`src/logic/pus_pkg.sv`:
```
// Constants for the power-up defaults and address strap block.
// Assumes a 25 MHz system clock and an AXI4-Lite register port.
// Summary of operation
// - Decode two three-level straps into nine addresses.
// - Sample straps at power-up, latch target address.
// - Autoconvert after power-up: 4 Hz, channel one 8 Hz.
// - Command pointer powers up at zero.
// - Limits load default maximum and minimum values.
// - Hysteresis powers up at ten degrees.
// - Straps sampled only at power-on or reset.
// - External reset restores defaults and resamples straps.
// - Conversion-rate register powers up at fastest value.
package pus_pkg;
   // =========================================================
   // Strap levels and address table
   typedef enum logic [1:0] {PUS_LVL_GND, PUS_LVL_OPEN, PUS_LVL_VCC} pus_lvl_e;
   localparam logic [3:0] PUS_GRP_GND   = 4'h3;
   localparam logic [3:0] PUS_GRP_OPEN  = 4'h5;
   localparam logic [3:0] PUS_GRP_VCC   = 4'h9;
   localparam logic [2:0] PUS_LOW_GND_GND = 3'h0;
   localparam logic [2:0] PUS_LOW_OPEN_GND = 3'h1;
   localparam logic [2:0] PUS_LOW_VCC_GND = 3'h4;
   // =========================================================
   // Register offsets (byte addresses)
   localparam logic [7:0] PUS_OFF_CTRL  = 8'h00;
   localparam logic [7:0] PUS_OFF_STAT  = 8'h04;
   localparam logic [7:0] PUS_OFF_RATE  = 8'h08;
   localparam logic [7:0] PUS_OFF_CMD   = 8'h0C;
   localparam logic [7:0] PUS_OFF_HIGH  = 8'h10;
   localparam logic [7:0] PUS_OFF_LOW   = 8'h14;
   localparam logic [7:0] PUS_OFF_HYST  = 8'h18;
   localparam logic [7:0] PUS_OFF_CNT   = 8'h1C;
   // =========================================================
   // Reset values
   localparam logic [2:0] PUS_RATE_POR  = 3'h6;
   localparam logic [7:0] PUS_CMD_POR   = 8'h00;
   localparam logic [7:0] PUS_HIGH_POR  = 8'h7F;
   localparam logic [7:0] PUS_LOW_POR   = 8'hC9;
   localparam logic [7:0] PUS_HYST_POR  = 8'h0A;
   localparam logic [1:0] PUS_RESP_OK   = 2'h0;
   localparam logic [1:0] PUS_RESP_ERR  = 2'h2;
   // =========================================================
   // Timing
   localparam int PUS_CLK_HZ     = 25000000;
   localparam int PUS_FAST_HZ    = 8;
   localparam int PUS_FAST_TICKS = PUS_CLK_HZ / PUS_FAST_HZ;
   localparam int PUS_SETTLE     = 4;
   // =========================================================
   // Address decode
   function automatic logic [6:0] pus_decode(input pus_lvl_e a, input pus_lvl_e b);
      logic [3:0] grp;
      logic [2:0] low;
      grp = (a == PUS_LVL_GND) ? PUS_GRP_GND : (a == PUS_LVL_OPEN) ? PUS_GRP_OPEN : PUS_GRP_VCC;
      low = (a == PUS_LVL_GND) ? PUS_LOW_GND_GND :
            (a == PUS_LVL_OPEN) ? PUS_LOW_OPEN_GND : PUS_LOW_VCC_GND;
      low = low + ((b == PUS_LVL_GND) ? 3'h0 : (b == PUS_LVL_OPEN) ? 3'h1 : 3'h2);
      return {grp, low};
   endfunction
endpackage

```
`src/logic/pus_strap.sv`:
```
// Three-level strap sensing for one pin.
// Assumes the pad gives a weak-pull-high and weak-pull-low reading.
`timescale 1ns/100ps
`default_nettype none
module pus_strap
   import pus_pkg::*;
(
   // Clock and reset
   input  wire logic     sys_clk,
   input  wire logic     rst,
   input  wire logic     clk_en,
   // Pad readings under pull-up and pull-down
   input  wire logic     pu_in,
   input  wire logic     pd_in,
   // Decoded level
   output var pus_lvl_e  level
);
   logic [1:0] sync1_q, sync1_d, sync2_q, sync2_d;

   always_comb begin
      sync1_d = {pu_in, pd_in};
      sync2_d = sync1_q;
   end

   always_ff @(posedge sys_clk or posedge rst) begin
      if (rst) begin
         sync1_q <= 2'h0;
         sync2_q <= 2'h0;
      end else if (clk_en) begin
         sync1_q <= sync1_d;
         sync2_q <= sync2_d;
      end
   end

   // A floating pin follows the pull, so pull-up high and pull-down low.
   always_comb begin
      if (sync2_q == 2'h3)
         level = PUS_LVL_VCC;
      else if (sync2_q == 2'h2)
         level = PUS_LVL_OPEN;
      else
         level = PUS_LVL_GND;
   end
endmodule
`default_nettype wire

```
`src/logic/pus_top.sv`:
```
// Power-up defaults, strap address latch and conversion scheduler.
// Assumes AXI4-Lite master on sys_clk; rst covers power-on and the reset pin.
//
// Decided for this implementation: the register addresses and the AXI4-Lite slave port.
`timescale 1ns/100ps
`default_nettype none
module pus_top
   import pus_pkg::*;
#(
   parameter int FAST_TICKS = PUS_FAST_TICKS
)(
   // Clock and reset
   input  wire logic        sys_clk,
   input  wire logic        rst,
   input  wire logic        clk_en,
   // Strap pads
   input  wire logic        addr_strap_a_pu,
   input  wire logic        addr_strap_a_pd,
   input  wire logic        addr_strap_b_pu,
   input  wire logic        addr_strap_b_pd,
   // Results
   output logic [6:0]       target_addr,
   output logic             addr_valid,
   output logic             conv_ch1,
   output logic             conv_ch2_local,
   // AXI4-Lite
   input  wire logic [7:0]  s_axi_awaddr,
   input  wire logic        s_axi_awvalid,
   output logic             s_axi_awready,
   input  wire logic [31:0] s_axi_wdata,
   input  wire logic [3:0]  s_axi_wstrb,
   input  wire logic        s_axi_wvalid,
   output logic             s_axi_wready,
   output logic [1:0]       s_axi_bresp,
   output logic             s_axi_bvalid,
   input  wire logic        s_axi_bready,
   input  wire logic [7:0]  s_axi_araddr,
   input  wire logic        s_axi_arvalid,
   output logic             s_axi_arready,
   output logic [31:0]      s_axi_rdata,
   output logic [1:0]       s_axi_rresp,
   output logic             s_axi_rvalid,
   input  wire logic        s_axi_rready
);
   // =========================================================
   // Strap sensing
   pus_lvl_e lvl_a, lvl_b;
   pus_strap u_strap_a (.sys_clk(sys_clk), .rst(rst), .clk_en(clk_en),
                        .pu_in(addr_strap_a_pu), .pd_in(addr_strap_a_pd), .level(lvl_a));
   pus_strap u_strap_b (.sys_clk(sys_clk), .rst(rst), .clk_en(clk_en),
                        .pu_in(addr_strap_b_pu), .pd_in(addr_strap_b_pd), .level(lvl_b));

   // =========================================================
   // Address latch: waits for the synchronisers to fill, then locks.
   logic [2:0] settle_q, settle_d;
   logic [6:0] addr_q, addr_d;
   logic       valid_q, valid_d;

   always_comb begin
      settle_d = settle_q;
      addr_d   = addr_q;
      valid_d  = valid_q;
      if (!valid_q) begin
         if (settle_q == 3'(PUS_SETTLE)) begin
            addr_d  = pus_decode(lvl_a, lvl_b);
            valid_d = 1'b1;
         end else
            settle_d = settle_q + 3'h1;
      end
   end

   always_ff @(posedge sys_clk or posedge rst) begin
      if (rst) begin
         settle_q <= 3'h0;
         addr_q   <= 7'h00;
         valid_q  <= 1'b0;
      end else if (clk_en) begin
         settle_q <= settle_d;
         addr_q   <= addr_d;
         valid_q  <= valid_d;
      end
   end
   assign target_addr = addr_q;
   assign addr_valid  = valid_q;

   // =========================================================
   // Registers
   logic       run_q, run_d;
   logic [2:0] rate_q, rate_d;
   logic [7:0] cmd_q, cmd_d, high_q, high_d, low_q, low_d, hyst_q, hyst_d;

   // =========================================================
   // Conversion scheduler: channel one every tick, others every other tick.
   // Slower rate codes stretch the period by a power of two.
   logic [31:0] tick_q, tick_d;
   logic [7:0]  div_q, div_d;
   logic        c1_q, c1_d, c2_q, c2_d;
   logic [31:0] conv_cnt_q, conv_cnt_d;
   logic [2:0]  shift;

   always_comb begin
      shift      = (rate_q >= PUS_RATE_POR) ? 3'h0 : 3'(PUS_RATE_POR - rate_q);
      tick_d     = tick_q;
      div_d      = div_q;
      c1_d       = 1'b0;
      c2_d       = 1'b0;
      conv_cnt_d = conv_cnt_q;
      if (run_q && valid_q) begin
         if (tick_q >= 32'(FAST_TICKS - 1)) begin
            tick_d = 32'h0;
            div_d  = div_q + 8'h1;
            if ((div_q & ((8'h1 << shift) - 8'h1)) == 8'h0) begin
               c1_d       = 1'b1;
               c2_d       = div_q[shift];
               conv_cnt_d = conv_cnt_q + 32'h1;
            end
         end else
            tick_d = tick_q + 32'h1;
      end
   end

   always_ff @(posedge sys_clk or posedge rst) begin
      if (rst) begin
         tick_q     <= 32'h0;
         div_q      <= 8'h0;
         c1_q       <= 1'b0;
         c2_q       <= 1'b0;
         conv_cnt_q <= 32'h0;
      end else if (clk_en) begin
         tick_q     <= tick_d;
         div_q      <= div_d;
         c1_q       <= c1_d;
         c2_q       <= c2_d;
         conv_cnt_q <= conv_cnt_d;
      end
   end
   assign conv_ch1       = c1_q;
   assign conv_ch2_local = c2_q;

   // =========================================================
   // AXI4-Lite slave: one write and one read in flight.
   logic        awh_q, awh_d, wh_q, wh_d, bv_q, bv_d, arr_q, arr_d, rv_q, rv_d;
   // Ready flags are registered so that every bus output leaves a flip-flop.
   logic        awrdy_q, awrdy_d, wrdy_q, wrdy_d;
   logic [31:0] wdat_q, wdat_d;
   logic [7:0]  awa_q, awa_d;
   logic [31:0] wd_q, wd_d, rd_q, rd_d;
   logic [1:0]  br_q, br_d, rr_q, rr_d;

   function automatic logic [7:0] pus_merge(input logic [7:0] old, input logic [31:0] wd,
                                            input logic [3:0] st);
      return st[0] ? wd[7:0] : old;
   endfunction

   always_comb begin
      awh_d = awh_q; awa_d = awa_q; wh_d = wh_q; wd_d = wd_q;
      bv_d = bv_q; br_d = br_q; rv_d = rv_q; rr_d = rr_q; rd_d = rd_q;
      arr_d = arr_q;
      run_d = run_q; rate_d = rate_q; cmd_d = cmd_q;
      high_d = high_q; low_d = low_q; hyst_d = hyst_q;
      if (s_axi_awvalid && !awh_q && !bv_q) begin
         awh_d = 1'b1;
         awa_d = s_axi_awaddr;
      end
      if (s_axi_wvalid && !wh_q && !bv_q) begin
         wh_d = 1'b1;
         wd_d = {s_axi_wdata[31:4], s_axi_wstrb};
      end
      if (awh_q && wh_q) begin
         awh_d = 1'b0;
         wh_d  = 1'b0;
         bv_d  = 1'b1;
         br_d  = PUS_RESP_OK;
         unique case (awa_q)
            PUS_OFF_CTRL: run_d  = wd_q[0] ? wdat_q[0] : run_q;
            PUS_OFF_RATE: rate_d = wd_q[0] ? wdat_q[2:0] : rate_q;
            PUS_OFF_CMD:  cmd_d  = pus_merge(cmd_q, wdat_q, wd_q[3:0]);
            PUS_OFF_HIGH: high_d = pus_merge(high_q, wdat_q, wd_q[3:0]);
            PUS_OFF_LOW:  low_d  = pus_merge(low_q, wdat_q, wd_q[3:0]);
            PUS_OFF_HYST: hyst_d = pus_merge(hyst_q, wdat_q, wd_q[3:0]);
            PUS_OFF_STAT, PUS_OFF_CNT: br_d = PUS_RESP_OK;
            default:      br_d   = PUS_RESP_ERR;
         endcase
      end
      if (bv_q && s_axi_bready)
         bv_d = 1'b0;
      if (s_axi_arvalid && arr_q) begin
         arr_d = 1'b0;
         rv_d  = 1'b1;
         rr_d  = PUS_RESP_OK;
         unique case (s_axi_araddr)
            PUS_OFF_CTRL: rd_d = {31'h0, run_q};
            PUS_OFF_STAT: rd_d = {24'h0, valid_q, addr_q};
            PUS_OFF_RATE: rd_d = {29'h0, rate_q};
            PUS_OFF_CMD:  rd_d = {24'h0, cmd_q};
            PUS_OFF_HIGH: rd_d = {24'h0, high_q};
            PUS_OFF_LOW:  rd_d = {24'h0, low_q};
            PUS_OFF_HYST: rd_d = {24'h0, hyst_q};
            PUS_OFF_CNT:  rd_d = conv_cnt_q;
            default: begin
               rd_d = 32'h0;
               rr_d = PUS_RESP_ERR;
            end
         endcase
      end else if (rv_q && s_axi_rready) begin
         rv_d  = 1'b0;
         arr_d = 1'b1;
      end
      awrdy_d = !awh_d && !bv_d;
      wrdy_d  = !wh_d && !bv_d;
   end

   // Full write data kept separately; wd_q keeps only the strobes low.
   always_comb wdat_d = (s_axi_wvalid && !wh_q && !bv_q) ? s_axi_wdata : wdat_q;

   always_ff @(posedge sys_clk or posedge rst) begin
      if (rst) begin
         awh_q <= 1'b0; awa_q <= 8'h00; wh_q <= 1'b0; wd_q <= 32'h0; wdat_q <= 32'h0;
         bv_q <= 1'b0; br_q <= PUS_RESP_OK; arr_q <= 1'b1; rv_q <= 1'b0;
         awrdy_q <= 1'b1; wrdy_q <= 1'b1;
         rr_q <= PUS_RESP_OK; rd_q <= 32'h0;
         run_q  <= 1'b1;
         rate_q <= PUS_RATE_POR;
         cmd_q  <= PUS_CMD_POR;
         high_q <= PUS_HIGH_POR;
         low_q  <= PUS_LOW_POR;
         hyst_q <= PUS_HYST_POR;
      end else if (clk_en) begin
         awh_q <= awh_d; awa_q <= awa_d; wh_q <= wh_d; wd_q <= wd_d; wdat_q <= wdat_d;
         bv_q <= bv_d; br_q <= br_d; arr_q <= arr_d; rv_q <= rv_d;
         awrdy_q <= awrdy_d; wrdy_q <= wrdy_d;
         rr_q <= rr_d; rd_q <= rd_d;
         run_q <= run_d; rate_q <= rate_d; cmd_q <= cmd_d;
         high_q <= high_d; low_q <= low_d; hyst_q <= hyst_d;
      end
   end

   assign s_axi_awready = awrdy_q;
   assign s_axi_wready  = wrdy_q;
   assign s_axi_bvalid  = bv_q;
   assign s_axi_bresp   = br_q;
   assign s_axi_arready = arr_q;
   assign s_axi_rvalid  = rv_q;
   assign s_axi_rresp   = rr_q;
   assign s_axi_rdata   = rd_q;
endmodule
`default_nettype wire

```
`config.mk`:
```
export PLATFORM = sky130hd
export DESIGN_NAME = pus_top
export DESIGN_NICKNAME = d
export VERILOG_FILES = /design/src/logic/pus_pkg.sv /design/src/logic/pus_strap.sv /design/src/logic/pus_top.sv
export SDC_FILE = /design/constraint.sdc
export NUM_CORES = 1
export LEC_CHECK = 0
export BUFFER_PORTS_ARGS = -buffer_cell sky130_fd_sc_hd__buf_2
export CAP_MARGIN = 10
export CORE_MARGIN = 2
export CORE_UTILIZATION = 58
export DETAILED_ROUTE_END_ITERATION = 6
export PLACE_DENSITY = 0.83
export SYNTH_ARGS = -nofsm -noshare
export SYNTH_HDL_FRONTEND = slang
export SYNTH_SLANG_ARGS = --single-unit
```
`constraint.sdc`:
```
create_clock -name sys_clk -period 7.3 [get_ports sys_clk]
set_input_delay 1.46 -clock sys_clk [delete_from_list [all_inputs] [get_ports sys_clk]]
set_output_delay 1.46 -clock sys_clk [all_outputs]
set_load 0.01 [all_outputs]
```
== Word level (Yosys, flattened, before mapping) ==
Index checks and enable logic that the tools add are counted.

* Flip-flop bits (word level): 189
* Bits of input ports: 64
* Output and inout port bits: 51
* Logic and storage cells: 142

* Add/subtract/negate cells: 7
* Order comparisons: 3
* Equality and inequality tests: 21
* Shift-type cells: 1
* Multiplexer cells: 35
* Bitwise logic cells: 3
* Reductions and logical operators: 41

{| class="wikitable"
|+ Operator list
! kind !! count
|-
| $pmux 32 s8 || 1
|-
| $add 32x1->32 const B || 2
|-
| $eq 8x5->1 const B || 8
|-
| $eq 8x4->1 const B || 4
|-
| $ge 32x22->1 const B || 1
|-
| $mux 32 || 1
|-
| $reduce_and 4->1 || 7
|-
| $logic_not 8->1 || 3
|-
| $mux 1 || 21
|-
| $eq 8x3->1 const B || 2
|-
| $reduce_or 8->1 || 2
|-
| $mux 2 || 6
|-
| $reduce_and 2->1 || 6
|-
| $logic_and 1x1->1 || 11
|-
| $mux 3 || 3
|-
| $reduce_and 3->1 || 3
|-
| $add 8x1->8 const B || 1
|-
| $and 8x8->8 || 1
|-
| $eq 2x2->1 const B || 4
|-
| $mux 4 || 2
|-
| $shl 1x3->8 const A || 1
|-
| $sub 8x1->8 const B || 1
|-
| $logic_not 1->1 || 6
|-
| $eq 2x1->1 const B || 2
|-
| other kinds (10) || 12
|}

== Depth between registers and ports, before layout ==
* Depth after elaboration: 9
* Depth in mapped cells: 11

== Modules after synthesis ==
From an unflattened synthesis, not the netlist that was laid out.

* Cells, all modules: 730
* Area total of the unflattened synthesis: 8434.3 µm²

{| class="wikitable"
|+ Modules (own cells, without submodules)
! module !! instances !! cells each !! area each (µm²) !! sequential area each (µm²)
|-
| pus_top || 1 || 708 || 8111.5 || 4478.0
|-
| pus_strap || 2 || 11 || 161.4 || 100.1
|}

== Worst setup path after synthesis ==
No wires, ideal clock.

* Path type: in2reg
* From: in clk_en
* To: reg hyst_q[0]
* Library setup time: 0.127 ns
* Data arrival time: 2.743 ns
* Data required time: 7.173 ns
* Slack: 4.430 ns
* Stages on the path: 7
* Path buffers: 2
* Path through: and3_1 > clkbuf_1 > and3_1 > and2b_1 > and3_1 > buf_4 > mux2_1

* Longest elaborated chain between the ends: 1

{| class="wikitable"
|+ RTL lines
! what !! RTL line !! RTL
|-
| start, declared || pus_top.sv:15 || <nowiki>input wire logic clk_en,</nowiki>
|-
| $reduce_and 4->1 (no line) || -- ||
|-
| end signal, assigned || pus_top.sv:234 || <nowiki>high_q <= high_d; low_q <= low_d; hyst_q <= hyst_d;</nowiki>
|-
| end, declared || pus_top.sv:90 || <nowiki>logic [7:0] cmd_q, cmd_d, high_q, high_d, low_q, low_d, hyst_q, hyst_d;</nowiki>
|}

No other way between the ends.
A chain may end at the register's enable or synchronous reset.

== Worst setup path in the final report ==
* From: reg rate_q[0]
* To: reg conv_cnt_q[1]

* Longest elaborated chain between the ends: 7

{| class="wikitable"
|+ RTL lines
! what !! RTL line !! RTL
|-
| start, declared || pus_top.sv:89 || <nowiki>logic [2:0] rate_q, rate_d;</nowiki>
|-
| start signal, assigned || pus_top.sv:233 || <nowiki>run_q <= run_d; rate_q <= rate_d; cmd_q <= cmd_d;</nowiki>
|-
| $sub 3x3->3 / $ge 3x3->1 (equally long branches) || pus_top.sv:102 || <nowiki>shift = (rate_q >= PUS_RATE_POR) ? 3'h0 : 3'(PUS_RATE_POR - rate_q);</nowiki>
|-
| $mux 3 (*) || pus_top.sv:102 ||
|-
| $shl 1x3->8 (*) || pus_top.sv:112 || <nowiki>if ((div_q & ((8'h1 << shift) - 8'h1)) == 8'h0) begin</nowiki>
|-
| $sub 8x1->8 (*) || pus_top.sv:112 ||
|-
| $and 8x8->8 (*) || pus_top.sv:112 ||
|-
| $logic_not 8->1 (*) || pus_top.sv:112 ||
|-
| $reduce_and 4->1 (no line) (*) || -- ||
|-
| end signal, assigned || pus_top.sv:134 || <nowiki>conv_cnt_q <= conv_cnt_d;</nowiki>
|-
| end, declared || pus_top.sv:98 || <nowiki>logic [31:0] conv_cnt_q, conv_cnt_d;</nowiki>
|}

Mark *: on every way between the ends. The rest lies on a longest branch, timed or not.

==> flow_metrics.py <==
metrics = {
    "status": {
        "outcome": "complete, no violations",
    },
    "hold_path": {
        "min_from": "s_axi_rdata[21]",
        "hold_path_class": "flip-flop to flip-flop",
    },
    "placement": {
        "dp_hpwl_mm": 12.4,
        "routabilityCongestion": 0.864,
        "dp_slack_ns": 3.36,
        "place_inst": 1077,
        "place.port_buffers": 85,
    },
    "worst_setup_path": {
        "r2r-end": "conv_cnt_q[1]",
        "cp-end-kind": "flip-flop",
        "reg2reg_from": "rate_q[0]",
        "critical_path_class": "flip-flop to flip-flop",
        "crit_path_end": "conv_cnt_q[1]",
        "cp.required_ns": 7.62,
        "worstPathArrival_ns": 3.87,
        "reg2reg_depth": 11,
        "crit_start": "rate_q[0]",
        "crit_path_start_kind": "flip-flop",
        "rrSetupSlack_ns": 3.75,
        "worstPathMaxFanout": 31,
    },
    "clock_tree": {
        "cts_setup_buffers": 0,
        "clk_pin_slew_ns": 0.07,
        "cts_tree": "built",
        "cts-root-buf": "clkbuf_16",
        "htree_levels": 4,
        "hold_buffers": 0,
        "cts_sinks": 187,
        "worstSkewPairLatency_ns": 0.44,
        "cts_resized": 0,
        "cts_inserted_buffers": 17,
        "clockBufferDepth": 2,
    },
    "die": {
        "die_w_um": 128,
        "core_area_um2": 15100,
        "num_rows": 45,
        "die_h_um": 128,
        "die_area_um2": 16300,
        "start_util_pct": 58.8,
        "top_level_ports": 115,
    },
    "logic_synthesis": {
        "synthFlopType": "dfrtp_1",
        "syn-cell-area_um2": 8870,
        "yosys.cell_types.count": 68,
        "synth_enable_flop_cells": 0,
        "synth_seq_cells": 187,
        "yosysWarnings": 0,
        "yosysSeqAreaShare_pct": 53.0,
        "synthCells": 835,
        "async_flop_share_pct": 100,
        "syn_avg_cell_area_um2": 10.6,
    },
    "route": {
        "routed_via_density": 5.89,
        "vias": 6537,
        "drc_errors": 0,
        "wl_per_cell_um": 16.8,
        "first_pass_iters": 5,
        "wl_mm": 18.7,
        "antenna_left": 0,
        "drtIter0Drc": 634,
    },
    "power_and_ir_drop": {
        "power_density_nw_per_um2": 250,
        "vdd_drop_max_mv": 0.227,
        "p_leak_nw": 4.73,
        "p_total_mw": 2.51,
    },
    "cells_and_area": {
        "drive_gt1_share_pct": 24.0,
        "area_growth_pct": 13.2,
        "fin_cells": 1110,
        "fillCellCount": 1196,
        "finalCoreUtilization_pct": 66.5,
        "nNetsFinal": 982,
        "most-common-layout-cells": "168 x dfrtp_1, 99 x nand2_1, 85 x buf_2",
        "layout_commonest_cell": "dfrtp_1",
        "antenna_cells": 0,
    },
    "timing": {
        "setup_slack_ns": 3.75,
        "min_period_ns": 3.55,
        "finClkSkew_ns": 0.0117,
        "worst_slew_pin_slew_ns": 1.10,
        "slew_viol_final": 0,
        "report.final.setup_viol": 0,
        "fmax_mhz": 282,
        "tns_ns": 0,
        "rsz0062_at_grt": "no",
        "fin_crit_sh_pct": 48.7,
        "final_hold_viol_count": 0,
        "slew_headroom_pct": 26.2,
    },
    "grt": {
        "grt-ovfl-total": 0,
        "grt_max_degree": 108,
        "grt_antenna_before_repair": 0,
        "grt_pass1_wl_mm": 31.2,
        "grt_pass1_vias": 6267,
        "grt_use_total_pct": 24.1,
    },
    "flow_run": {
        "cap_violations": 0,
    },
}
## synthesized netlist by cell type (15+ instances only)
cell	n	area [µm²]
dfrtp_1	168	4200
nand2_1	99	372
nand3_1	68	340
nor2_1	61	229
mux2_2	59	664
xnor2_1	44	385
nand4_1	30	188
o21ai_0	25	125
and3_1	22	138
a21oi_1	20	100
dfstp_2	19	499
a31oi_1	18	113
clkbuf_1	18	67.6
inv_1	15	56.3
## critical path: stages (launching register included)
cell and delay [ns]:
dfrtp_1 0.64, ha_1 0.49, or2b_1 0.32, a21o_1 0.20
ha_1 0.22, or3b_2 0.44, a21oi_1 0.17, a32oi_1 0.07
nor4b_4 0.15, buf_4 0.25, nand2_2 0.15, mux2_1 0.32
## cell type report
| cell class | count | area [µm²] | area share (%) |
|---|---|---|---|
| Clock inverter | 14 | 170 | 1.69 |
| Clock buffer | 18 | 439 | 4.37 |
| Inverter | 15 | 61.3 | 0.611 |
| Tap cell | 188 | 235 | 2.34 |
| Sequential cell | 187 | 4700 | 46.8 |
| Multi-Input combinational cell | 595 | 3930 | 39.1 |
| Timing Repair Buffer | 93 | 505 | 5.03 |
## worst min path at each step
stage                            to  slack (ns)  depth (start not counted)
finish              s_axi_rdata[21]        0.46                          2
global route        s_axi_rdata[31]        0.49                          2
global placement    s_axi_rdata[31]        0.44                          2
floorplan            conv_cnt_q[31]        0.45                          1
detailed placement  s_axi_rdata[21]        0.45                          2
CTS                 s_axi_rdata[21]        0.47                          2
## state kept, by name, indices dropped and copies added (netlist names), 7 cells and up
register / cells
conv_cnt_q: 32
target_addr: 7
awa_q: 8
cmd_q: 8
hyst_q: 8
s_axi_rdata: 32
tick_q: 32
high_q: 8
low_q: 8
wdat_q: 8
div_q: 8
## cells by family after synthesis
group,count (synthesis),synth area share (%)
other cells,1,0.0423
xor+xnor,57,5.63
simple gates,351,20.1
mux,78,9.76
buf+inv,54,2.93
flops,187,53.0
fa+ha+maj,9,1.27
compound gates,98,7.27
## stage by stage
step / cell area [µm²] / hold WS [ns]
final: 10000 / 0.461
after global routing: 10000 / 0.494
after CTS: 10000 / 0.465
after detailed placement: 9400 / 0.450
after global placement: 9400 / 0.445
after floorplan: 8870 / 0.445
## metal layers
metal  part of all wire, %  vias up  global-route usage (%)
li1                      -     3114                       -
met1                    44     3235                    32.2
met2                    50      164                    39.9
met3                   4.3       24                    4.84
met4                   1.8        0                    7.89
met5                     0        -                       0
## power breakdown
| group | switching, mW | internal [mW] | leakage [nW] |
|---|---|---|---|
| sequential | 0.119 | 1.15 | 2.46 |
| clock | 0.396 | 0.549 | 0.289 |
| combinational | 0.141 | 0.151 | 1.98 |
| total | 0.656 | 1.85 | 4.73 |
Note: power is estimated with default switching activity, not from simulation.
